File: src/rtl/angle_out_defs.vh
// constants for the angle output block: resolution codes, spacing, monoflop
// assumes a 200 MHz core clock (5 ns period)
`ifndef ANGLE_OUT_DEFS_VH
`define ANGLE_OUT_DEFS_VH

`define CLK_PERIOD_PS 5000
// resolution select codes 0..8 binary 8192..32, 9..20 decimal 2000..40
`define RES_SEL_W 5
`define RES_CODE_COUNT 21
`define ANGLE_W 13
// minimum transition spacing in ps per code, rounded up to whole cycles
`define SPACING_CYC(ps) (((ps) + `CLK_PERIOD_PS - 1) / `CLK_PERIOD_PS)
`define SPACING_W 13
// monoflop: 1024 oscillator cycles, shortest case 12.5 us
`define MONOFLOP_NS 12500
// 12.5 us at 5 ns per cycle, sized to the monoflop counter
`define MONOFLOP_CYC 12'h9C4
`define MONOFLOP_W 12
// hysteresis select 0..5 -> 0,1,2,4,8,16 units of 1/4096 turn
`define HYST_SEL_W 3
`define FRAC_W 16

`endif

File: src/rtl/word_skid.v
// two-entry buffer with valid/ready on both sides
// assumes the same clock and asynchronous active-low reset on both sides
`timescale 1ns/1ps
module word_skid (
	// clock and reset
	input wire clk_in,
	input wire rst_n_in,
	// fill side
	input wire in_valid_in,
	input wire [12:0] in_data_in,
	output wire in_ready_out,
	// drain side
	output wire out_valid_out,
	input wire out_ready_in,
	output wire [12:0] out_data_out
);
	reg [12:0] mem_r [0:1];
	reg wr_ptr_r;
	reg rd_ptr_r;
	reg [1:0] count_r;
	wire push = in_valid_in && (count_r != 2'h2);
	wire pop = out_ready_in && (count_r != 2'h0);

	assign in_ready_out = (count_r != 2'h2);
	assign out_valid_out = (count_r != 2'h0);
	assign out_data_out = mem_r[rd_ptr_r];

	always @(posedge clk_in or negedge rst_n_in) begin
		if (!rst_n_in) begin
			wr_ptr_r <= 1'b0;
			rd_ptr_r <= 1'b0;
			count_r <= 2'h0;
			mem_r[0] <= 13'h0000;
			mem_r[1] <= 13'h0000;
		end else begin
			if (push) begin
				mem_r[wr_ptr_r] <= in_data_in;
				wr_ptr_r <= ~wr_ptr_r;
			end
			if (pop)
				rd_ptr_r <= ~rd_ptr_r;
			count_r <= count_r + {1'b0, push} - {1'b0, pop};
		end
	end
endmodule // word_skid

File: src/rtl/angle_ssi_quadrature_out.v
// angle output: hysteresis, resolution scaling, quadrature with reference
// mark, and SSI slave with monoflop and optional ring mode.
// assumes a 16-bit raw angle from the interpolator core on clk_in and a
// serial clock pin from the far side, sampled through two flip-flops.
`timescale 1ns/1ps
`include "angle_out_defs.vh"

module angle_ssi_quadrature_out (
	// clock and reset
	input wire clk_in,
	input wire reset_n_in,
	// raw angle from interpolator, full turn = 2^16
	input wire [15:0] raw_angle_in,
	// configuration straps
	input wire [4:0] res_sel_in,
	input wire [2:0] hyst_sel_in,
	input wire dir_negative_in,
	input wire ring_mode_in,
	// serial link
	input wire ssi_clk_in,
	output wire ssi_data_out,
	// incremental outputs
	output reg quad_a_out,
	output reg quad_b_out,
	output reg reference_mark_out,
	// snapshot stream to core side
	output wire pos_valid_out,
	input wire pos_ready_in,
	output wire [12:0] pos_data_out
);
	// counts_per_revolution per code
	function [12:0] counts_per_revolution;
		input [4:0] c;
		begin
			case (c)
			5'h00: counts_per_revolution = 13'h1FFF;
			5'h01: counts_per_revolution = 13'h1000;
			5'h02: counts_per_revolution = 13'h0800;
			5'h03: counts_per_revolution = 13'h0400;
			5'h04: counts_per_revolution = 13'h0200;
			5'h05: counts_per_revolution = 13'h0100;
			5'h06: counts_per_revolution = 13'h0080;
			5'h07: counts_per_revolution = 13'h0040;
			5'h08: counts_per_revolution = 13'h0020;
			5'h09: counts_per_revolution = 13'h07D0;
			5'h0A: counts_per_revolution = 13'h0640;
			5'h0B: counts_per_revolution = 13'h03E8;
			5'h0C: counts_per_revolution = 13'h0320;
			5'h0D: counts_per_revolution = 13'h01F4;
			5'h0E: counts_per_revolution = 13'h0190;
			5'h0F: counts_per_revolution = 13'h0140;
			5'h10: counts_per_revolution = 13'h00C8;
			5'h11: counts_per_revolution = 13'h00A0;
			5'h12: counts_per_revolution = 13'h0064;
			5'h13: counts_per_revolution = 13'h0050;
			default: counts_per_revolution = 13'h0028;
			endcase
		end
	endfunction

	// min_transition_spacing per code, in core cycles
	function [31:0] min_transition_spacing;
		input [4:0] c;
		begin
			case (c)
			5'h00: min_transition_spacing = `SPACING_CYC(122000);
			5'h01: min_transition_spacing = `SPACING_CYC(146000);
			5'h02: min_transition_spacing = `SPACING_CYC(293000);
			5'h03: min_transition_spacing = `SPACING_CYC(585000);
			5'h04: min_transition_spacing = `SPACING_CYC(1170000);
			5'h05: min_transition_spacing = `SPACING_CYC(2340000);
			5'h06: min_transition_spacing = `SPACING_CYC(4680000);
			5'h07: min_transition_spacing = `SPACING_CYC(9360000);
			5'h08: min_transition_spacing = `SPACING_CYC(18800000);
			5'h09: min_transition_spacing = `SPACING_CYC(293000);
			5'h0A: min_transition_spacing = `SPACING_CYC(390000);
			5'h0B: min_transition_spacing = `SPACING_CYC(585000);
			5'h0C: min_transition_spacing = `SPACING_CYC(780000);
			5'h0D: min_transition_spacing = `SPACING_CYC(1260000);
			5'h0E: min_transition_spacing = `SPACING_CYC(1560000);
			5'h0F: min_transition_spacing = `SPACING_CYC(1950000);
			5'h10: min_transition_spacing = `SPACING_CYC(3120000);
			5'h11: min_transition_spacing = `SPACING_CYC(3900000);
			5'h12: min_transition_spacing = `SPACING_CYC(6240000);
			5'h13: min_transition_spacing = `SPACING_CYC(7800000);
			default: min_transition_spacing = `SPACING_CYC(15600000);
			endcase
		end
	endfunction

	// reset release through two flops
	reg rst_s1_r;
	reg rst_n_r;
	always @(posedge clk_in or negedge reset_n_in) begin
		if (!reset_n_in) begin
			rst_s1_r <= 1'b0;
			rst_n_r <= 1'b0;
		end else begin
			rst_s1_r <= 1'b1;
			rst_n_r <= rst_s1_r;
		end
	end

	// configuration captured once after reset, never changed later
	reg cfg_done_r;
	reg [4:0] res_r;
	reg [2:0] hyst_r;
	reg neg_r;
	reg ring_r;
	always @(posedge clk_in or negedge rst_n_r) begin
		if (!rst_n_r) begin
			cfg_done_r <= 1'b0;
			res_r <= 5'h00;
			hyst_r <= 3'h2;
			neg_r <= 1'b0;
			ring_r <= 1'b0;
		end else if (!cfg_done_r) begin
			cfg_done_r <= 1'b1;
			res_r <= (res_sel_in > 5'h14) ? 5'h14 : res_sel_in;
			hyst_r <= (hyst_sel_in > 3'h5) ? 3'h5 : hyst_sel_in;
			neg_r <= dir_negative_in;
			ring_r <= ring_mode_in;
		end
	end

	// hysteresis in units of 1/65536 turn: 0 or 16<<(sel-1)
	wire [15:0] hyst_w = (hyst_r == 3'h0) ? 16'h0000 :
		(16'h0010 << (hyst_r - 3'h1));
	// direction applied before quantising so serial and quadrature agree
	wire [15:0] dir_angle_w = neg_r ? (16'h0000 - raw_angle_in) :
		raw_angle_in;
	reg [15:0] held_r;
	wire [15:0] diff_w = dir_angle_w - held_r;
	always @(posedge clk_in or negedge rst_n_r) begin
		if (!rst_n_r)
			held_r <= 16'h0000;
		else if (!cfg_done_r)
			held_r <= 16'h0000;
		else if (diff_w[15] ? ((16'h0000 - diff_w) > hyst_w) :
			(diff_w > hyst_w))
			held_r <= dir_angle_w;
	end

	// quantise: target = held * cpr / 65536 ; code 0 is 8192 counts
	wire [12:0] cpr_w = counts_per_revolution(res_r);
	wire [13:0] cpr_full_w = (res_r == 5'h00) ? 14'h2000 : {1'b0, cpr_w};
	wire [29:0] prod_w = held_r * cpr_full_w;
	wire [12:0] target_w = prod_w[28:16];
	wire [12:0] cpr_max_w = cpr_full_w[12:0] - 13'h0001;

	// output position walks toward target one step at a time
	reg [12:0] pos_r;
	reg [12:0] gap_r;
	wire [12:0] fwd_w = (target_w >= pos_r) ? (target_w - pos_r) :
		(target_w + cpr_full_w[12:0] - pos_r);
	wire step_w = (pos_r != target_w) && (gap_r == 13'h0000);
	// half a turn taken from the 14-bit count so code 0 is not zero
	wire up_w = (fwd_w <= cpr_full_w[13:1]);
	wire [31:0] spacing_w = min_transition_spacing(res_r);
	wire [12:0] pos_nxt = up_w ?
		((pos_r == cpr_max_w) ? 13'h0000 : pos_r + 13'h0001) :
		((pos_r == 13'h0000) ? cpr_max_w : pos_r - 13'h0001);
	always @(posedge clk_in or negedge rst_n_r) begin
		if (!rst_n_r) begin
			pos_r <= 13'h0000;
			gap_r <= 13'h0000;
		end else if (step_w) begin
			pos_r <= pos_nxt;
			gap_r <= spacing_w[12:0] - 13'h0001;
		end else if (gap_r != 13'h0000) begin
			gap_r <= gap_r - 13'h0001;
		end
	end

	// quadrature: B leads A as position rises; mark at position 0
	always @(posedge clk_in or negedge rst_n_r) begin
		if (!rst_n_r) begin
			quad_a_out <= 1'b0;
			quad_b_out <= 1'b0;
			reference_mark_out <= 1'b1;
		end else begin
			quad_b_out <= pos_r[1] ^ pos_r[0];
			quad_a_out <= pos_r[1];
			reference_mark_out <= (pos_r == 13'h0000);
		end
	end

	// serial clock pin: two flops, then edge detect on the second
	reg sck_s1_r;
	reg sck_s2_r;
	reg sck_d_r;
	always @(posedge clk_in or negedge rst_n_r) begin
		if (!rst_n_r) begin
			sck_s1_r <= 1'b1;
			sck_s2_r <= 1'b1;
			sck_d_r <= 1'b1;
		end else begin
			sck_s1_r <= ssi_clk_in;
			sck_s2_r <= sck_s1_r;
			sck_d_r <= sck_s2_r;
		end
	end
	wire fall_w = sck_d_r && !sck_s2_r;
	wire rise_w = !sck_d_r && sck_s2_r;

	// SSI states
	localparam ST_IDLE = 2'h0;
	localparam ST_ARMED = 2'h1;
	localparam ST_SHIFT = 2'h2;
	localparam ST_DONE = 2'h3;
	reg [1:0] state_r;
	reg [12:0] shift_r;
	reg [12:0] word_r;
	reg [3:0] bit_r;
	reg data_r;
	reg [11:0] mono_r;
	reg snap_r;
	// count after the LSB went out: 13 bits sent on rises 1..13
	wire [3:0] top_bit_w = 4'hD;
	always @(posedge clk_in or negedge rst_n_r) begin
		if (!rst_n_r) begin
			state_r <= ST_IDLE;
			shift_r <= 13'h0000;
			word_r <= 13'h0000;
			bit_r <= 4'h0;
			data_r <= 1'b1;
			mono_r <= 12'h000;
			snap_r <= 1'b0;
		end else begin
			snap_r <= 1'b0;
			if (fall_w || rise_w)
				mono_r <= `MONOFLOP_CYC;
			else if (mono_r != 12'h000)
				mono_r <= mono_r - 12'h001;
			case (state_r)
			ST_IDLE: begin
				data_r <= 1'b1;
				if (fall_w) begin
					word_r <= pos_r;
					shift_r <= pos_r;
					snap_r <= 1'b1;
					state_r <= ST_ARMED;
				end
			end
			ST_ARMED: begin
				if (rise_w) begin
					data_r <= shift_r[12];
					shift_r <= {shift_r[11:0], 1'b0};
					bit_r <= 4'h1;
					state_r <= ST_SHIFT;
				end
			end
			ST_SHIFT: begin
				if (rise_w) begin
					if (bit_r == top_bit_w + 4'h1) begin
						data_r <= shift_r[12];
						shift_r <= {shift_r[11:0], 1'b0};
						bit_r <= 4'h1;
					end else if (bit_r == top_bit_w) begin
						data_r <= 1'b0;
						shift_r <= word_r;
						bit_r <= bit_r + 4'h1;
						if (!ring_r)
							state_r <= ST_DONE;
					end else begin
						data_r <= shift_r[12];
						shift_r <= {shift_r[11:0], 1'b0};
						bit_r <= bit_r + 4'h1;
					end
				end
			end
			ST_DONE: data_r <= 1'b0;
			default: state_r <= ST_IDLE;
			endcase
			// monoflop expiry ends any read and lets data rise
			if (state_r != ST_IDLE && mono_r == 12'h001 &&
				!(fall_w || rise_w)) begin
				state_r <= ST_IDLE;
				data_r <= 1'b1;
			end
		end
	end
	assign ssi_data_out = data_r;

	// latched words offered downstream; stall never blocks the read
	word_skid u_skid (
		.clk_in(clk_in),
		.rst_n_in(rst_n_r),
		.in_valid_in(snap_r),
		.in_data_in(word_r),
		.in_ready_out(),
		.out_valid_out(pos_valid_out),
		.out_ready_in(pos_ready_in),
		.out_data_out(pos_data_out)
	);
endmodule // angle_ssi_quadrature_out

File: config.mk
export PLATFORM = sky130hd
export DESIGN_NAME = angle_ssi_quadrature_out
export DESIGN_NICKNAME = d
export VERILOG_FILES = /design/src/rtl/word_skid.v /design/src/rtl/angle_ssi_quadrature_out.v
export VERILOG_INCLUDE_DIRS = /design/src /design/src/rtl
export SDC_FILE = /design/constraint.sdc
export NUM_CORES = 1
export LEC_CHECK = 0
export BUFFER_PORTS_ARGS = -buffer_cell sky130_fd_sc_hd__buf_2
export CAP_MARGIN = 15
export CORE_MARGIN = 5
export CORE_UTILIZATION = 54
export CTS_CLUSTER_DIAMETER = 100
export DETAILED_ROUTE_END_ITERATION = 10
export GPL_TIMING_DRIVEN = 0
export PLACE_DENSITY = 0.73
export SLEW_MARGIN = 0
export SYNTH_ARGS = -nofsm -noshare
export SYNTH_HDL_FRONTEND = slang
export SYNTH_SLANG_ARGS = --single-unit
File: constraint.sdc
create_clock -name clk_in -period 4.1 [get_ports clk_in]
set_input_delay 0.41 -clock clk_in [delete_from_list [all_inputs] [get_ports clk_in]]
set_output_delay 0.41 -clock clk_in [all_outputs]
set_load 0.01 [all_outputs]
==> results_dict.tcl <==
set metrics [dict create \
    drc 0 \
    cts.clk_slew.worst_paths_ps 80 \
    post-route-cell-area_mm2 0.0222 \
    root_buffer "clkbuf_16" \
    grt_overflow_total 0 \
    cp-start-kind "register" \
    r2r-end "pos_r[5]" \
    final_layout_size_suffix_gt1_frac 0.247 \
    max_freq_ghz 0.0938 \
    async_flop_share 1.00 \
    wl_per_cell_um 18.8 \
    synth_cell_types 93 \
    path_class "register to register" \
    cp.depth 48 \
    drtIter0Drc 1353 \
    core_area_mm2 0.0325 \
    antenna_found_initial 1 \
    htreeDepth 4 \
    syn_inst 2042 \
    finalNetCount 2676 \
    drt_pass1_iterations 7 \
    cts_buffers 17 \
    rsz0062_at_grt "true" \
    dp_hpwl_um 36900 \
    grt_pass1_vias 16300 \
    cts.sinks 137 \
    dp.cells 2565 \
    ys_ff_latch 137 \
    netlist_area_mm2 0.0178 \
    row_count 66 \
    slowest_stage "fa_1" \
    ios 48 \
    cp_top_family "adder cells" \
    multiInputGateArea_mm2 0.0145 \
    initial_core_util 0.548 \
    cts_tree "yes" \
    worstPathArrival_ps 11000 \
    crit_path_end "pos_r[5]" \
    fin_skew_ps 10.1 \
    synth_enable_flop_cells 0 \
    grt_pass1_wl_um 81700 \
    finalMaxSlewViolations 0 \
    vias 15900 \
    nFillCells 2482 \
    grt.total_usage 0.276 \
    cp_num_buf_inv 11 \
    final_cell_mix "inv_1 (242), nand2_1 (206), nor2_1 (180)" \
    max_slew_margin 0.408 \
    drv_cap 0 \
    synth_ff_type "dfrtp_1" \
    diodes 0 \
    violations "setup timing" \
    grt_max_degree 73 \
    synth_warnings 0 \
    final_common_cell "inv_1" \
    hold_path.class "input pin to register" \
    wl_um 51500 \
    r2r-start "res_r[0]" \
    clockBufferDepth 2 \
    ys_seq_area_frac 0.193 \
    tightest_slew_ps 888 \
    antenna_left 0 \
    crit_fanout 10 \
    seq_area_mm2 0.00345 \
    setup_tns_ps -165180 \
    die_area_mm2 0.0368 \
    fin_ws_ps -6560 \
    setup_viol 42 \
    syn2layout_area_growth_pct 24.7 \
    fp.dieW_um 192 \
    insertion_delay_ps 450 \
    synth_top_area_cell "fa_1" \
    status "finished with violations" \
    min_period_ps 10660 \
    crit_required_ps 4450 \
    place_area_mm2 0.0191 \
    hold_viol 0 \
    yosys-top-cells-area "fa_1 (20%), dfrtp_1 (18%), ha_1 (13%), inv_1 (5.5%), nand2_1 (4.6%)" \
    path_common_cell "fa_1" \
    numPortBuffers 47 \
    fin_cells 2741 \
    cpPeakStageDelay_ps 510 \
    synth_area_per_cell_um2 8.73 \
    reg2reg_depth 48 \
    viasPerCell 5.79 \
    startpoint "res_r[0]" \
    die_h_um 192 \
    final_util 0.683 \
    finalCritPeriodShare 2.60 \
    rrSetupSlack_ps -6560 \
    synth_top_area_frac 0.199 \
    crit_path_end_kind "register" \
    gp_congestion 0.919 \
]
cell families (layout without fill, tap and decap cells):
family	after synthesis	count (layout)	synth area share
adder cells (fa/ha/maj)	360	360	0.327
multiplexers	84	84	0.0514
flip-flops	137	137	0.193
AND/OR/NAND/NOR	670	670	0.175
XOR/XNOR	111	111	0.0553
AO/OA/AOI/OAI	323	323	0.121
buffers and inverters	355	579	0.0768
other	2	35	0.000421
per-layer routing:
layer | share of wire | global-route usage | wire length, um | up-vias
li1 | - | - | - | 7304
met1 | 0.41 | 0.357 | 20900 | 7766
met2 | 0.49 | 0.477 | 25300 | 668
met3 | 0.066 | 0.0331 | 3400 | 137
met4 | 0.035 | 0.0986 | 1830 | 2
met5 | 0.00025 | 0 | 13 | -
state kept, by name (all words and copies together) (netlist names), 2 cells and up:
name and cells:
u_skid.mem_r 26, held_r 16, gap_r 13, pos_r 13, shift_r 13, word_r 13
mono_r 12, res_r 5, bit_r 4, hyst_r 3, state_r 2, u_skid.count_r 2
per-stage QoR:
| step | setup WS [ps] | hold WS [ps] |
|---|---|---|
| after floorplan | -5740 | 114 |
| after global placement | -8000 | 195 |
| after detailed placement | -8040 | 198 |
| after CTS | -6300 | 42.1 |
| after global routing | -6880 | 51.8 |
| final | -6560 | 56.5 |
cells in the mapped netlist, drive strengths merged, types with 4 or more instances:
master   instances
a211oi          14
a21o            21
a21oi           65
a221oi          14
a22o             7
a22oi            5
a31o             4
a31oi           10
and2            24
and3            11
buf             13
clkbuf          61
clkinv          17
dfrtp          131
dfstp            6
fa             177
ha             183
inv            264
mux2            47
mux2i           36
nand2          217
nand2b          21
nand3           45
nand3b           5
nand4           12
nor2           198
nor2b           27
nor3            46
nor4            21
o2111ai          6
o211ai          14
o21a             9
o21ai           85
o21bai           5
o221ai           9
o22ai           10
o31ai            9
o41ai            4
or2             10
or3             15
or4              4
xnor2           75
xor2            35
worst min-delay path by stage:
stage / from / to / slack [ps] / cells after the start
after detailed placement: reset_n_in / rst_s1_r / 200 / 1
after global routing: ssi_clk_in / sck_s1_r / 50 / 1
after floorplan: reset_n_in / rst_n_r / 110 / 0
after CTS: ssi_clk_in / sck_s1_r / 40 / 1
after global placement: reset_n_in / rst_s1_r / 190 / 1
final: ssi_clk_in / sck_s1_r / 60 / 1
layout make-up:
class | count | area share
buffer | 66 | 0.0224
clock buffer | 17 | 0.0191
clock inverter | 15 | 0.00872
inverter | 281 | 0.0504
multi-input combinational | 1583 | 0.651
sequential | 137 | 0.155
tap | 442 | 0.0249
timing repair buffer | 200 | 0.0681
what timing repair did:
item,in CTS,in global routing
hold buffers,1,0
setup buffers,110,39
resized for setup,174,137
cloned,1,2
hold endpoints to repair,2,0
endpoints found under the setup margin,42,42
pin swaps,82,105
Power is left out: the tool's default activity adds up to more than one toggle a clock period on the data nets, which glitch-free logic cannot reach.
